[src/mpfr_pkg.sv]
// Purpose: shared constants and types for the PHY management and flow control registers
// Assumes: 32-bit APB data, one aligned word per register
// Notes: register offsets are word indices, byte address is four times the index
package mpfr_pkg;

    // ==================================================
    // register map
    localparam int APB_AW = 8;
    localparam int IDX_ACCESS = 6;
    localparam int IDX_DATA = 7;
    localparam int IDX_FLOW = 8;
    localparam logic [APB_AW-1:0] ADDR_ACCESS = 8'(IDX_ACCESS * 4);
    localparam logic [APB_AW-1:0] ADDR_DATA = 8'(IDX_DATA * 4);
    localparam logic [APB_AW-1:0] ADDR_FLOW = 8'(IDX_FLOW * 4);
    localparam logic [31:0] RST_ACCESS = 32'h0000_0000;
    localparam logic [31:0] RST_DATA = 32'h0000_0000;
    localparam logic [31:0] RST_FLOW = 32'h0000_0000;

    // ==================================================
    // field positions
    localparam int ACC_PHYADR_LSB = 11;
    localparam int ACC_PHYADR_MSB = 15;
    localparam int ACC_REGIDX_LSB = 6;
    localparam int ACC_REGIDX_MSB = 10;
    localparam int ACC_WNR_BIT = 1;
    localparam int ACC_BUSY_BIT = 0;
    localparam int DATA_MSB = 15;
    localparam int FLOW_PT_LSB = 16;
    localparam int FLOW_PT_MSB = 31;
    localparam int FLOW_PASS_BIT = 2;
    localparam int FLOW_EN_BIT = 1;
    localparam int FLOW_BUSY_BIT = 0;

    // ==================================================
    // pause control frame layout
    localparam logic [47:0] PAUSE_DA = 48'h0180_C200_0001;
    localparam logic [15:0] PAUSE_TYPE = 16'h8808;
    localparam logic [15:0] PAUSE_OPCODE = 16'h0001;
    localparam logic [4:0] PAUSE_HDR_LAST = 5'h11;

    // ==================================================
    // timing
    localparam int CLK_PERIOD_NS = 10;
    localparam int SLOT_TIME_100_NS = 5120;
    localparam int SLOT_TIME_10_NS = 51200;
    localparam int SLOT_CYC_100 = SLOT_TIME_100_NS / CLK_PERIOD_NS;
    localparam int SLOT_CYC_10 = SLOT_TIME_10_NS / CLK_PERIOD_NS;
    localparam int SLOT_CW = 16;

    // ==================================================
    // types
    typedef enum logic {MG_IDLE, MG_BUSY} mpfr_mgmt_t;
    typedef enum logic [1:0] {PF_IDLE, PF_SEND, PF_WAIT} mpfr_pf_t;

    typedef struct packed {
        mpfr_mgmt_t mg;
        logic [4:0] phy_addr;
        logic [4:0] phy_reg;
        logic phy_wr;
        logic [15:0] data;
        logic [15:0] pause_time;
        logic pass_ctl;
        logic flow_en;
        mpfr_pf_t pf;
        logic [4:0] pf_idx;
        logic [7:0] pf_byte;
        logic pf_valid;
        logic bp;
        logic rx_filt;
        logic rx_filt_vld;
        logic pready;
        logic [31:0] prdata;
        logic pslverr;
    } mpfr_state_t;

    typedef struct packed {
        logic [15:0] quanta;
        logic [SLOT_CW-1:0] cyc;
        logic active;
    } mpfr_tmr_state_t;

endpackage : mpfr_pkg

[src/mpfr_regs.sv]
// Purpose: PHY management access, data and flow control registers with APB slave
// Assumes: APB master holds its request until pready; PHY port is a parallel handshake
// Notes: slave answers in the second access cycle; reserved bits read zero
//
// Summary of operation
// - Register index field selects the PHY register for the cycle.
// - Direction one writes data register to PHY; zero reads into it.
// - A PHY cycle starts only on software writing busy one.
// - Busy stays set through the access, cleared on completion.
// - Data register is invalid during a read until busy clears.
// - Data register holds sixteen bits in its low half.
// - Upper flow field is the pause time sent in pause frames.
// - Full duplex: flow busy from pause request until frame is sent.
// - Half duplex: flow busy while back pressure is asserted.
// - Pass-control-frames never blocks forwarding of received frames.
// - Flow enable turns on pause frame detection and action.
// - Disabled transmitter means no pause frames and no back pressure.
// - Pause frames follow the standard MAC control frame layout.
// - Valid received pause stalls transmitter for pause time times slot time.
// - Pass-control-frames set marks received pause frames in filter status.
`timescale 1ns/1ns
module mpfr_regs
    import mpfr_pkg::*;
#(
    parameter int SLOT_CYC_SLOW = SLOT_CYC_10
) (
    input wire logic CLK, // system clock
    input wire logic RESETN, // async reset, active low
    input wire logic PSEL, // apb select
    input wire logic PENABLE, // apb access phase
    input wire logic PWRITE, // apb direction
    input wire logic [APB_AW-1:0] PADDR, // apb byte address
    input wire logic [31:0] PWDATA, // apb write data
    output logic [31:0] PRDATA, // apb read data
    output logic PREADY, // apb ready
    output logic PSLVERR, // unmapped address
    output logic PHY_REQ, // management cycle request, level
    output logic PHY_WR, // management cycle is a write
    output logic [4:0] PHY_ADDR, // phy address
    output logic [4:0] PHY_REG, // phy register index
    output logic [15:0] PHY_WDATA, // data for a write
    input wire logic PHY_ACK, // management cycle done, pulse
    input wire logic [15:0] PHY_RDATA, // read result with ack
    input wire logic FULL_DUPLEX, // duplex mode
    input wire logic SPEED_100, // link speed
    input wire logic TX_ENABLE, // transmitter enabled
    input wire logic [47:0] STATION_ADDR, // own address, first byte in 47:40
    input wire logic PAUSE_REQ, // request to send a pause frame
    input wire logic BP_REQ, // half duplex back pressure request
    output logic [7:0] TX_PAUSE_BYTE, // pause frame header byte
    output logic TX_PAUSE_VALID, // header byte valid
    input wire logic TX_PAUSE_READY, // transmitter takes the byte
    input wire logic TX_PAUSE_SENT, // pause frame left the cable, pulse
    output logic BACKPRESSURE, // half duplex back pressure
    input wire logic RX_PAUSE_VALID, // valid pause frame received, pulse
    input wire logic [15:0] RX_PAUSE_TIME, // decoded pause time
    output logic TX_STALL, // transmitter paused
    output logic RX_FILTER_BIT, // packet filter status for last frame
    output logic RX_FILTER_VALID // filter status strobe
);

    initial begin
        if (SLOT_CYC_SLOW < 1) begin
            $error("slot cycle count must be positive");
        end
    end

    mpfr_state_t s_r;
    mpfr_state_t s_nxt;
    logic flow_busy;
    logic acc_first;
    logic acc_done;
    logic hit;
    logic rx_load;
    logic [31:0] rd_mux;

    // ==================================================
    // helpers
    function automatic logic [7:0] hdr_byte(input logic [4:0] idx, input logic [47:0] sa,
                                            input logic [15:0] pt);
        logic [143:0] hdr;
        hdr = {PAUSE_DA, sa, PAUSE_TYPE, PAUSE_OPCODE, pt};
        return hdr[8'(143 - 8 * int'(idx)) -: 8];
    endfunction : hdr_byte

    function automatic logic addr_hit(input logic [APB_AW-1:0] a);
        return a == ADDR_ACCESS || a == ADDR_DATA || a == ADDR_FLOW;
    endfunction : addr_hit

    // ==================================================
    // read view
    assign flow_busy = (s_r.pf != PF_IDLE) || s_r.bp;
    assign acc_first = PSEL && PENABLE && !s_r.pready;
    assign acc_done = PSEL && PENABLE && s_r.pready;
    assign hit = addr_hit(PADDR);
    assign rx_load = RX_PAUSE_VALID && s_r.flow_en && FULL_DUPLEX;

    always_comb begin
        rd_mux = 32'h0000_0000;
        unique case (PADDR)
            ADDR_ACCESS: begin
                rd_mux[ACC_PHYADR_MSB:ACC_PHYADR_LSB] = s_r.phy_addr;
                rd_mux[ACC_REGIDX_MSB:ACC_REGIDX_LSB] = s_r.phy_reg;
                rd_mux[ACC_WNR_BIT] = s_r.phy_wr;
                rd_mux[ACC_BUSY_BIT] = s_r.mg == MG_BUSY;
            end
            ADDR_DATA: begin
                rd_mux[DATA_MSB:0] = s_r.data;
            end
            ADDR_FLOW: begin
                rd_mux[FLOW_PT_MSB:FLOW_PT_LSB] = s_r.pause_time;
                rd_mux[FLOW_PASS_BIT] = s_r.pass_ctl;
                rd_mux[FLOW_EN_BIT] = s_r.flow_en;
                rd_mux[FLOW_BUSY_BIT] = flow_busy;
            end
            default: begin
                rd_mux = 32'h0000_0000;
            end
        endcase
    end

    // ==================================================
    // next state
    always_comb begin
        s_nxt = s_r;
        s_nxt.rx_filt_vld = 1'b0;

        // apb slave: answer in second access cycle
        if (acc_first) begin
            s_nxt.pready = 1'b1;
            s_nxt.prdata = PWRITE ? 32'h0000_0000 : rd_mux;
            s_nxt.pslverr = !hit;
        end else begin
            s_nxt.pready = 1'b0;
            s_nxt.pslverr = 1'b0;
        end

        // management cycle
        unique case (s_r.mg)
            MG_IDLE: begin
                if (acc_done && PWRITE && PADDR == ADDR_ACCESS) begin
                    s_nxt.phy_addr = PWDATA[ACC_PHYADR_MSB:ACC_PHYADR_LSB];
                    s_nxt.phy_reg = PWDATA[ACC_REGIDX_MSB:ACC_REGIDX_LSB];
                    s_nxt.phy_wr = PWDATA[ACC_WNR_BIT];
                    if (PWDATA[ACC_BUSY_BIT]) begin
                        s_nxt.mg = MG_BUSY;
                    end
                end
                if (acc_done && PWRITE && PADDR == ADDR_DATA) begin
                    s_nxt.data = PWDATA[DATA_MSB:0];
                end
            end
            MG_BUSY: begin
                // access and data register writes ignored while busy, data stays stable for the phy
                if (PHY_ACK) begin
                    s_nxt.mg = MG_IDLE;
                    if (!s_r.phy_wr) begin
                        s_nxt.data = PHY_RDATA;
                    end
                end
            end
        endcase

        // flow control register, busy bit is never stored
        if (acc_done && PWRITE && PADDR == ADDR_FLOW) begin
            s_nxt.pause_time = PWDATA[FLOW_PT_MSB:FLOW_PT_LSB];
            s_nxt.pass_ctl = PWDATA[FLOW_PASS_BIT];
            s_nxt.flow_en = PWDATA[FLOW_EN_BIT];
        end

        // pause frame header stream
        unique case (s_r.pf)
            PF_IDLE: begin
                if (PAUSE_REQ && FULL_DUPLEX && TX_ENABLE) begin
                    s_nxt.pf = PF_SEND;
                    s_nxt.pf_idx = 5'h00;
                    s_nxt.pf_byte = hdr_byte(5'h00, STATION_ADDR, s_r.pause_time);
                    s_nxt.pf_valid = 1'b1;
                end
            end
            PF_SEND: begin
                if (TX_PAUSE_READY) begin
                    if (s_r.pf_idx == PAUSE_HDR_LAST) begin
                        s_nxt.pf = PF_WAIT;
                        s_nxt.pf_valid = 1'b0;
                    end else begin
                        s_nxt.pf_idx = s_r.pf_idx + 5'h01;
                        s_nxt.pf_byte = hdr_byte(s_r.pf_idx + 5'h01, STATION_ADDR,
                                                 s_r.pause_time);
                    end
                end
            end
            PF_WAIT: begin
                if (TX_PAUSE_SENT) begin
                    s_nxt.pf = PF_IDLE;
                end
            end
            default: begin
                s_nxt.pf = PF_IDLE;
                s_nxt.pf_valid = 1'b0;
            end
        endcase

        // half duplex back pressure
        s_nxt.bp = !FULL_DUPLEX && s_r.flow_en && TX_ENABLE && BP_REQ;

        // receive filter status; forwarding is never gated here
        if (RX_PAUSE_VALID) begin
            s_nxt.rx_filt = s_r.pass_ctl;
            s_nxt.rx_filt_vld = 1'b1;
        end
    end

    always_ff @(posedge CLK or negedge RESETN) begin
        if (!RESETN) begin
            s_r <= '0;
            s_r.mg <= MG_IDLE;
            s_r.pf <= PF_IDLE;
            s_r.data <= RST_DATA[DATA_MSB:0];
            s_r.phy_addr <= RST_ACCESS[ACC_PHYADR_MSB:ACC_PHYADR_LSB];
            s_r.phy_reg <= RST_ACCESS[ACC_REGIDX_MSB:ACC_REGIDX_LSB];
            s_r.pause_time <= RST_FLOW[FLOW_PT_MSB:FLOW_PT_LSB];
        end else begin
            s_r <= s_nxt;
        end
    end

    // ==================================================
    // receive pause timer
    mpfr_pause_timer #(
        .SLOT_CYC_FAST(SLOT_CYC_100),
        .SLOT_CYC_SLOW(SLOT_CYC_SLOW)
    ) u_pause_timer (
        .clk(CLK),
        .resetn(RESETN),
        .load(rx_load),
        .quanta(RX_PAUSE_TIME),
        .speed_fast(SPEED_100),
        .active(TX_STALL)
    );

    // ==================================================
    // outputs
    assign PRDATA = s_r.prdata;
    assign PREADY = s_r.pready;
    assign PSLVERR = s_r.pslverr;
    assign PHY_REQ = s_r.mg == MG_BUSY;
    assign PHY_WR = s_r.phy_wr;
    assign PHY_ADDR = s_r.phy_addr;
    assign PHY_REG = s_r.phy_reg;
    assign PHY_WDATA = s_r.data;
    assign TX_PAUSE_BYTE = s_r.pf_byte;
    assign TX_PAUSE_VALID = s_r.pf_valid;
    assign BACKPRESSURE = s_r.bp;
    assign RX_FILTER_BIT = s_r.rx_filt;
    assign RX_FILTER_VALID = s_r.rx_filt_vld;

endmodule : mpfr_regs

[src/mpfr_pause_timer.sv]
// Purpose: stalls the transmitter for pause quanta times slot time
// Assumes: load is a one-cycle pulse, quanta of zero ends any pause
// Notes: slot tick comes from an internal divider, no second clock
`timescale 1ns/1ns
module mpfr_pause_timer
    import mpfr_pkg::*;
#(
    parameter int SLOT_CYC_FAST = SLOT_CYC_100,
    parameter int SLOT_CYC_SLOW = SLOT_CYC_10
) (
    input wire logic clk, // system clock
    input wire logic resetn, // async reset, active low
    input wire logic load, // start or restart a pause
    input wire logic [15:0] quanta, // decoded pause time
    input wire logic speed_fast, // 100 Mb/s when high
    output logic active // transmitter stall
);

    initial begin
        if (SLOT_CYC_FAST < 1 || SLOT_CYC_SLOW < 1 || SLOT_CYC_FAST >= (1 << SLOT_CW) ||
            SLOT_CYC_SLOW >= (1 << SLOT_CW)) begin
            $error("slot cycle count out of range");
        end
    end

    localparam logic [SLOT_CW-1:0] LAST_FAST = SLOT_CW'(SLOT_CYC_FAST - 1);
    localparam logic [SLOT_CW-1:0] LAST_SLOW = SLOT_CW'(SLOT_CYC_SLOW - 1);

    mpfr_tmr_state_t s_r;
    mpfr_tmr_state_t s_nxt;
    logic slot_tick;

    // ==================================================
    // slot divider and quanta countdown
    always_comb begin
        s_nxt = s_r;
        slot_tick = s_r.cyc == (speed_fast ? LAST_FAST : LAST_SLOW);
        if (load) begin
            s_nxt.quanta = quanta;
            s_nxt.cyc = '0;
            s_nxt.active = quanta != 16'h0000;
        end else if (s_r.active) begin
            s_nxt.cyc = slot_tick ? '0 : s_r.cyc + 1'b1;
            if (slot_tick) begin
                s_nxt.quanta = s_r.quanta - 16'h0001;
                s_nxt.active = s_r.quanta != 16'h0001;
            end
        end
    end

    always_ff @(posedge clk or negedge resetn) begin
        if (!resetn) begin
            s_r <= '0;
        end else begin
            s_r <= s_nxt;
        end
    end

    assign active = s_r.active;

endmodule : mpfr_pause_timer

[config.mk]
export PLATFORM = sky130hd
export DESIGN_NAME = mpfr_regs
export DESIGN_NICKNAME = d
export VERILOG_FILES = /design/src/mpfr_pkg.sv /design/src/mpfr_regs.sv /design/src/mpfr_pause_timer.sv
export SDC_FILE = /design/constraint.sdc
export NUM_CORES = 1
export LEC_CHECK = 0
export ABC_AREA = 0
export BUFFER_PORTS_ARGS = -buffer_cell sky130_fd_sc_hd__buf_4
export CAP_MARGIN = 20
export CORE_ASPECT_RATIO = 0.75
export CORE_MARGIN = 2
export CORE_UTILIZATION = 40
export CTS_CLUSTER_DIAMETER = 60
export DETAILED_ROUTE_END_ITERATION = 12
export GPL_ROUTABILITY_DRIVEN = 0
export PLACE_DENSITY = 0.66
export RECOVER_POWER = 25
export SETUP_SLACK_MARGIN = 0.2
export SLEW_MARGIN = 0
export SYNTH_ARGS = -nofsm -noshare
export SYNTH_HDL_FRONTEND = slang
export SYNTH_SLANG_ARGS = --single-unit
[constraint.sdc]
create_clock -name CLK -period 2.3 [get_ports CLK]
set_clock_uncertainty 0.2 [all_clocks]
set_input_delay 0.115 -clock CLK [delete_from_list [all_inputs] [get_ports CLK]]
set_output_delay 0.115 -clock CLK [all_outputs]
set_load 0.02 [all_outputs]
==> results.cfg, run 1 <==
[synthesis]
ys_seq_elements = 132
syn_area_um2 = 7430
yosys-top-cells-area = dfrtp_1, mux2i_1, buf_4
yosysTopAreaCell = dfrtp_1
synth_flop_cell = dfrtp_1
synth_nets = 863
synthCells = 723
ys_seq_area_frac = 0.444
synth_edf_count = 0
synthArstFlopShare = 1.00
yosys_warnings = 0
synth_top_area_frac = 0.444
synth.avg_cell_area_um2 = 10.3
synth_cell_type_count = 69

[global_routing]
grt_pass1_wl_mm = 36.1
grt_overflow_total = 0
first_global_vias = 6777
gr-usage-all-layers = 0.233
grt_antenna_before_repair = 0
grt_max_degree = 49

[floorplan]
die_area_um2 = 19700
io_pins = 209
num_rows = 43
coreArea_um2 = 18300
start_util = 0.405
die_h_um = 122
die_w_um = 161

[outcome]
outcome = finished with violations
violations = setup timing

[drt]
drc = 0
drtIter0Drc = 451
drt_first_pass_iters = 5
wl_met1_mm = 10.5
via_per_inst = 5.30
route.antenna.remaining_nets = 0
wl_per_cell_um = 18.0
top_layer = met4
met2_length_mm = 11.0
vias = 6885
dr_wl_met3_mm = 1.45
drt-total-wl_mm = 23.4

[worst_setup_path]
rrSetupSlack_ps = -120
cp.arrival_ps = 2580
crit_path_end_kind = register
cp.required_ps = 2460
r2r_cells = 8
regToRegStartpoint = s_r[46]
start_kind = register
crit_type = reg -> reg
r2r_end = TX_PAUSE_BYTE[2]
cp_max_fo = 7

[hold_path]
whs_path_depth = 4
hp-start = PAUSE_REQ
hp-class = in -> reg
holdPathEnd = s_r[51]

[sta]
worstMarginPinSlew_ps = 531
finalSetupViolations = 8
fin_crit_ps = 2420
finalHoldViolCount = 0
slew_violations = 0
max-slew-margin-rel = 0.643
finalSetupTns_ps = -644
finalWorstSetupSlack_ps = -120
fmax_mhz = 413
rsz0062_at_grt = yes
fin_crit_sh = 1.05

[clock_network]
cts_buffers = 17
clockRootBuffer = clkbuf_16
tritoncts = built
clk_path_buf_depth = 2
clkTransAtPathRegs_ps = 60
h-tree-depth = 4
clock_latency_ps = 410
clkSinkCount = 132

[power_and_ir_drop]
power_frac_comb = 0.425
ir_worst_vdd_uv = 609
p_leak_nw = 5.26
sequentialPowerShare = 0.287
p_int_mw = 6.08
pwr-share-clk = 0.287
p_per_area_nw_per_um2 = 833
p_sw_frac = 0.348
power_switching_mw = 3.25

[placement]
place_hpwl_mm = 15.5
io_buffers = 208
dp_cells = 1136

[run]
maxCapViolCount = 0

[finish]
area_growth_pct = 50.9
final_cells = 1299
fin_nets = 1180
drive_gt1_frac = 0.372
n_antenna_cell = 0
how the worst max path moves through the flow:
stage	start	endpoint	cells after the start
floorplan	s_r[47]	TX_PAUSE_BYTE[6]	9
global placement	s_r[46]	TX_PAUSE_BYTE[3]	7
detailed placement	s_r[47]	TX_PAUSE_BYTE[3]	7
CTS	s_r[46]	TX_PAUSE_BYTE[6]	8
global route	s_r[46]	TX_PAUSE_BYTE[2]	8
finish	s_r[46]	TX_PAUSE_BYTE[2]	8
per-layer routing:
metal / track usage / up-vias
li1: - / 3227
met1: 0.313 / 3390
met2: 0.371 / 241
met3: 0.0562 / 27
met4: 0.0804 / 0
met5: 0 / -
Yosys cell counts, drive strengths merged, types with 3 or more instances:
cell    count
and3        3
or4         5
mux2       35
or2         4
a21oi      41
a222oi     11
nand2b      5
a211o       3
mux2i      51
nor3b       3
ha          6
xor2        5
mux4        4
dfrtp     132
a22oi       7
nor2       41
nand4       9
nor3       13
o311a       3
o31ai       3
buf        81
a22o       25
or3         4
nand3      19
and4b       3
a21boi      3
a211oi      4
clkbuf     23
nand2      48
and2       11
o21ai      29
nand3b      7
inv        25
xnor2       7
nor4       19
final cells by class:
type / count / area [µm²]
Multi-Input combinational cell: 463 / 3780
Tap cell: 247 / 309
Timing Repair Buffer: 400 / 3150
Clock buffer: 17 / 425
Fill cell: 1510 / 7130
Clock inverter: 14 / 153
Sequential cell: 132 / 3310
Inverter: 26 / 97.6
cell families after synthesis:
family,synth area share
simple gates,0.148
compound gates,0.146
flops,0.444
buf+inv,0.103
mux,0.134
xor+xnor,0.0151
fa+ha+maj,0.0101
state kept, by name, indices dropped and copies added (netlist names):
register,flops
u_pause_timer.active,1
s_r,25
PRDATA,32
BACKPRESSURE,1
RX_FILTER_BIT,1
u_pause_timer.s_r,32
TX_PAUSE_BYTE,8
PREADY,1
TX_PAUSE_VALID,1
PHY_WR,1
PHY_REG,5
PHY_REQ,1
PSLVERR,1
RX_FILTER_VALID,1
PHY_WDATA,16
PHY_ADDR,5
metrics by stage:
step | util | setup slack (ps) | hold WS [ps] | cell area [µm²] | total power, mW
2_1_floorplan | - | -38.4 | -381 | 7590 | 4.88
3_3_place_gp | 0.506 | -164 | -135 | 9280 | 5.94
3_5_place_dp | 0.506 | -268 | -135 | 9280 | 5.98
4_1_cts | 0.608 | -62.5 | 5.34 | 11200 | 9.17
5_1_grt | 0.611 | -192 | 16.1 | 11200 | 9.81
6_report | 0.611 | -120 | 6.64 | 11200 | 9.34
power by group through the flow:
stage          clock (mW)  sequential, mW  combinational, mW
4_1_cts              2.73            2.67               3.78
5_1_grt              2.85            2.71               4.26
6_report             2.68            2.68               3.97
2_1_floorplan           0            2.69               2.20
3_3_place_gp            0            2.71               3.22
3_5_place_dp            0            2.72               3.26
layout by cell type, fill, tap and decap left out, drive strengths merged, types with 8 or more instances in the layout:
cell type,Yosys,routed
a222oi,11,11
dlygate4sd3,0,106
nand2,48,48
and2,11,11
a22o,25,25
clkbuf,23,60
buf,81,251
o21ai,29,29
a21oi,41,42
mux2,35,35
nand4,9,9
mux2i,51,51
nor4,19,19
nor3,13,13
dfrtp,132,132
inv,25,29
xnor2,7,8
nand3,19,19
nor2,41,41
what timing repair did:
action / CTS / global route
setup endpoints to repair: 32 / 39
gates resized for setup: 26 / 28
gates cloned: 1 / 2
endpoints found under the hold margin: 210 / 0
hold buffers: 107 / 0
pin swaps: 11 / 19
setup buffers: 12 / 11
critical path: stages, from the launching register on:
cell and delay [ps]:
dfrtp_2 460, ha_4 190, xnor2_1 120, ha_2 220, xnor2_4 290, xor2_4 280, nand3_2 180, nor4_2 290
a211o_1 140
(Power assumes the default switching activity.)
==> inputs of run 2 (changes only) <==
--- a/config.mk
+++ b/config.mk
@@ -5,7 +5,7 @@
 export SDC_FILE = /design/constraint.sdc
 export NUM_CORES = 1
 export LEC_CHECK = 0
-export ABC_AREA = 0
+export ABC_AREA = 1
 export BUFFER_PORTS_ARGS = -buffer_cell sky130_fd_sc_hd__buf_4
 export CAP_MARGIN = 20
 export CORE_ASPECT_RATIO = 0.75
==> run 2 against run 1 <==
  * The flow now finishes without violations
  * Final area increased by 2.8%
  * Worst setup slack improved by 160 ps
  * Register-to-register slack improved by 160 ps
  * Final cell count increased by 16%
  * Global-route usage increased by 1.2 points
  * Critical endpoint unchanged
  * Largest power group unchanged
==> results.cfg, run 2 <==
[outcome]
outcome = finished clean

[finish]
final_common_cell = buf_4
area_growth_pct = 51.2
fin_nets = 1389
fin_area_um2 = 11500
final_cell_mix = buf_4, nand2_1, dfrtp_1, dlygate4sd3_1, inv_1
drive_gt1_frac = 0.319
n_antenna_cell = 0
utilization = 0.621

[power_and_ir_drop]
ir_worst_vdd_uv = 873
power_frac_comb = 0.510
pwr-share-clk = 0.260
p_per_area_nw_per_um2 = 989
p_sw_frac = 0.380
p_int_mw = 7.07
p_leak_nw = 5.48
power_switching_mw = 4.33
sequentialPowerShare = 0.231

[sta]
slew_violations = 0
max-slew-margin-rel = 0.0745
finalWorstSetupSlack_ps = 38.7
finalSetupTns_ps = 0
fmax_mhz = 442
rsz0062_at_grt = yes
fin_crit_sh = 0.983
worstMarginPinSlew_ps = 1390
finalHoldViolCount = 0
fin_crit_ps = 2260
finalSetupViolations = 0
holdWs_ps = 12.6

[synthesis]
yosys-top-cells-area = dfrtp_1, nand2_1, buf_4
synth_nets = 1102
yosysTopAreaCell = dfrtp_1
synth_top_area_frac = 0.433
synthCells = 962
syn_area_um2 = 7620
yosys.cell_count.top_type = nand2_1
ys_seq_area_frac = 0.433
synth_edf_count = 0
synth_common_cells = nand2_1, dfrtp_1, inv_1
synthArstFlopShare = 1.00
synth.avg_cell_area_um2 = 7.93
yosys_warnings = 0
synth_flop_cell = dfrtp_1
ys_seq_elements = 132
synth_cell_type_count = 45

[drt]
wl_per_cell_um = 16.3
route.antenna.remaining_nets = 0
via_per_inst = 5.11
drc = 0
vias = 7704
drt_first_pass_iters = 5
drtIter0Drc = 556
drt-total-wl_mm = 24.6

[clock_network]
cts_buffers = 17
clkSinkCount = 132
clk_path_buf_depth = 2
clkTransAtPathRegs_ps = 60
tritoncts = built
clock_latency_ps = 420
h-tree-depth = 4
clockRootBuffer = clkbuf_16

[global_routing]
grt_overflow_total = 0
grt_antenna_before_repair = 0
grt_pass1_wl_mm = 38.7
grt_max_degree = 50
first_global_vias = 7636
gr-usage-all-layers = 0.245

[placement]
place_hpwl_mm = 16.2
dpl_worst_slack_ps = 56.0
io_buffers = 208
place_area_um2 = 9130

[floorplan]
die_area_um2 = 20200
die_w_um = 163
coreArea_um2 = 18600
die_h_um = 124
io_pins = 209
start_util = 0.411
num_rows = 43

[hold_path]
hp-class = in -> reg

[worst_setup_path]
crit_path_end_kind = register
cp.required_ps = 2400
start_kind = register
cp.arrival_ps = 2370
crit_type = reg -> reg
cp_max_fo = 8

[run]
maxCapViolCount = 0
-- run 2: cell families after synthesis --
family,count (synthesis),share of synthesized area
simple gates,421,0.250
buf+inv,215,0.143
compound gates,155,0.120
flops,132,0.433
xor+xnor,17,0.0195
mux,16,0.0236
fa+ha+maj,6,0.00985
-- run 2: power groups by stage --
| stage | combinational (mW) | clock (mW) | sequential (mW) |
|---|---|---|---|
| 3_5_place_dp | 3.86 | 0 | 2.65 |
| 6_report | 5.81 | 2.96 | 2.63 |
| 3_3_place_gp | 3.81 | 0 | 2.65 |
| 4_1_cts | 5.35 | 3.00 | 2.63 |
| 2_1_floorplan | 2.80 | 0 | 2.61 |
| 5_1_grt | 6.22 | 3.11 | 2.64 |
-- run 2: stage by stage --
| step | instances | power [mW] |
|---|---|---|
| final | 1508 | 11.4 |
| after global placement | 1342 | 6.46 |
| after global routing | 1508 | 12.0 |
| after detailed placement | 1342 | 6.51 |
| after floorplan | 962 | 5.42 |
| after CTS | 1493 | 11.0 |
-- run 2: final timing paths --
check | from | end | slack (ps) | cells past startpoint
worst max-delay path | s_r[47] | TX_PAUSE_BYTE[2] | 40 | 15
worst max register to register | s_r[47] | TX_PAUSE_BYTE[2] | 40 | 15
worst min-delay path | STATION_ADDR[11] | TX_PAUSE_BYTE[3] | 10 | 7
min in group asynchronous | RESETN | PHY_ADDR[1] | 340 | 2
max in group asynchronous | RESETN | s_r[46] | 610 | 2
worst min register to register | TX_PAUSE_BYTE[6] | TX_PAUSE_BYTE[6] | 290 | 2
-- run 2: cell type report --
type,instances,area [µm²]
timing repair buffer,375,3260
fill,1541,7040
clock inverter,10,171
clock buffer,21,470
sequential,132,3300
multi-input combinational,617,3600
tap,247,309
inverter,106,413
-- run 2: critical path: stages, from the launching register on --
cell	delay (ps)
dfrtp_1	420
inv_2	80
ha_4	290
inv_4	40
nor2_4	130
nand2_2	80
nand2_4	120
nand2_8	90
buf_6	130
buf_16	130
nand3_2	80
nand3_2	90
nand3_2	80
nand2_1	50
nand3_1	70
nand2_1	60
-- run 2: what timing repair did --
item	CTS	global route
resized for setup	43	51
gates cloned	6	0
hold buffers	105	0
pin swaps	22	42
buffers inserted	9	15
endpoints found under the hold margin	216	0
endpoints found under the setup margin	31	40
-- run 2: routing by layer --
layer	GRT usage	vias to the layer above	routed length (µm)
met5	0	-	0
met4	0.0962	0	568
met3	0.0480	49	1530
met2	0.399	291	11700
met1	0.324	3628	10800
li1	-	3736	-
==> inputs of run 3 (changes only) <==
--- a/config.mk
+++ b/config.mk
@@ -20,4 +20,5 @@
 export SLEW_MARGIN = 0
 export SYNTH_ARGS = -nofsm -noshare
 export SYNTH_HDL_FRONTEND = slang
+export SYNTH_HIERARCHICAL = 1
 export SYNTH_SLANG_ARGS = --single-unit
==> run 3 against run 2 <==
  * Critical path depth unchanged
  * Non-clock buffer count decreased by 1
  * Core utilization decreased by 2.9 points
  * Synthesized cell count increased by 7.5%
  * Routed wire length increased by 5.2%
  * Register-to-register slack improved by 50 ps
  * Worst setup slack improved by 55 ps
  * Clock power decreased by 1%
  * Global-route usage decreased by 0.060 points
  * Die area increased by 4.0%
  * Synthesized area increased by 4.1%
  * Final area decreased by 0.55%
  * Highest routed layer unchanged
==> results.cfg, run 3 <==
[hold_path]
whs_path_depth = 7
hp-class = in -> reg
holdPathEnd = TX_PAUSE_BYTE[0]
hp-start = STATION_ADDR[0]

[finish]
final_cell_mix = nand2_1, buf_4, dfrtp_1, nand3_1, dlygate4sd3_1
area_growth_pct = 44.4
final_cells = 1582
final_common_cell = nand2_1
utilization = 0.591
drive_gt1_frac = 0.274
fin_nets = 1456
n_antenna_cell = 0
n_fill_cell = 1681

[clock_network]
clock_latency_ps = 420
h-tree-depth = 4
clkSinkCount = 132
tritoncts = built
clockRootBuffer = clkbuf_16
clkTransAtPathRegs_ps = 60
clk_path_buf_depth = 2
cts_buffers = 17

[outcome]
outcome = finished clean

[drt]
wl_per_cell_um = 16.4
drc = 0
route.antenna.remaining_nets = 0
drtIter0Drc = 597
via_per_inst = 5.16
drt-total-wl_mm = 25.9
vias = 8170
drt_first_pass_iters = 5

[sta]
finalSetupTns_ps = 0
rsz0062_at_grt = yes
finalHoldViolCount = 0
fmax_mhz = 453
fin_crit_sh = 0.959
max-slew-margin-rel = 0.0454
worstMarginPinSlew_ps = 1430
slew_violations = 0
finalWorstSetupSlack_ps = 93.6
fin_crit_ps = 2210
finalSetupViolations = 0

[placement]
place_hpwl_mm = 17.4
dp_cells = 1422
dpl_worst_slack_ps = 33.1
io_buffers = 208

[power_and_ir_drop]
p_per_area_nw_per_um2 = 963
p_leak_nw = 5.73
ir_worst_vdd_uv = 666
p_total_mw = 11.0

[worst_setup_path]
start_kind = register
cp_max_fo = 8
r2r_cells = 15
r2r_end = TX_PAUSE_BYTE[7]
cp.required_ps = 2410
rrSetupSlack_ps = 90
crit_path_end_kind = register
crit_type = reg -> reg
cp.arrival_ps = 2320
regToRegStartpoint = s_r[46]

[global_routing]
grt_antenna_before_repair = 0
grt.busiest_layer = met2
grt_use_met3 = 0.0591
grt_pass1_wl_mm = 40.9
grt_use_met2 = 0.375
grt_use_met1 = 0.340
gr-usage-all-layers = 0.244
first_global_vias = 7958
grt_max_degree = 56
grt_overflow_total = 0

[floorplan]
start_util = 0.410
coreArea_um2 = 19400
die_area_um2 = 21000
io_pins = 209
die_h_um = 126
num_rows = 44
die_w_um = 167

[synthesis]
syn_area_um2 = 7940
synth_cell_type_count = 40
synth_nets = 1174
synth.avg_cell_area_um2 = 7.68
synth_flop_cell = dfrtp_1
synth_top_area_frac = 0.416
synth_common_cells = nand2_1, dfrtp_1, nand3_1
ys_seq_area_frac = 0.416
yosys_warnings = 6
yosysTopAreaCell = dfrtp_1
ys_seq_elements = 132
yosys-top-cells-area = dfrtp_1, nand2_1, nand3_1
synthCells = 1034
synth_edf_count = 0
synthArstFlopShare = 1.00
yosys.cell_count.top_type = nand2_1

[run]
maxCapViolCount = 0
## run 3: how the worst max path moves through the flow
stage,from,to,slack [ps],depth (start not counted)
final,s_r[46],TX_PAUSE_BYTE[7],90,15
after global routing,s_r[46],TX_PAUSE_BYTE[5],-30,14
after CTS,s_r[46],TX_PAUSE_BYTE[7],180,17
after detailed placement,s_r[46],TX_PAUSE_BYTE[6],30,14
after global placement,s_r[46],TX_PAUSE_BYTE[6],100,14
after floorplan,s_r[46],TX_PAUSE_BYTE[4],200,14
## run 3: critical path, stage by stage, from the launching register on
cell	delay [ps]
dfrtp_2	470
ha_4	310
inv_4	40
nor2_4	150
nand2_2	80
nand2_4	80
nand2_8	100
buf_6	150
nand3_2	50
nand2_1	60
nand2_1	80
nand2_1	60
nand2_1	70
nand2_1	60
nand3_1	70
nand2_1	50
## run 3: repair_timing
action                                  4_1_cts  5_1_grt
resized for setup                            20       24
pin swaps                                    12       15
endpoints found under the setup margin       13       22
buffers inserted                              7        3
endpoints found under the hold margin       213       10
gates cloned                                  1        2
hold buffers                                114        1
## run 3: logic make-up (layout without fill, tap and decap cells)
logic type / Yosys count / in the layout / share of synthesized area
and+or+nand+nor: 531 / 531 / 0.295
buffers and inverters: 209 / 504 / 0.141
AOI/OAI and AO/OA: 132 / 132 / 0.105
DFF: 132 / 132 / 0.416
muxes: 17 / 17 / 0.0241
xor gates and xnor gates: 7 / 7 / 0.00867
adders and majority gates: 6 / 6 / 0.00946
## run 3: layout make-up
| class | instances | area (µm²) | area share |
|---|---|---|---|
| Tap cell | 253 | 317 | 0.0276 |
| Clock buffer | 18 | 439 | 0.0383 |
| Clock inverter | 14 | 193 | 0.0168 |
| Timing Repair Buffer | 374 | 3200 | 0.279 |
| Inverter | 98 | 379 | 0.0331 |
| Multi-Input combinational cell | 693 | 3630 | 0.317 |
| Sequential cell | 132 | 3300 | 0.288 |
## run 3: power by group
part | switching, mW | total (mW) | leakage (nW) | internal, mW
combinational | 2.95 | 5.25 | 3.70 | 2.30
sequential | 0.279 | 2.87 | 1.72 | 2.59
clock | 1.14 | 2.92 | 0.308 | 1.78
## run 3: metrics by stage
stage                     instance area (µm²)  hold slack (ps)
after floorplan                          7950             -381
after global placement                   9410            -86.4
after detailed placement                 9410            -89.1
after CTS                               11300            0.958
after global routing                    11500             30.3
final                                   11500             19.8
## run 3: layer usage
metal  vias up  routed length, µm
met1      3841              11600
met2       347              11700
met5         -                  0
met4         0                684
met3        53               1960
li1       3929                  -
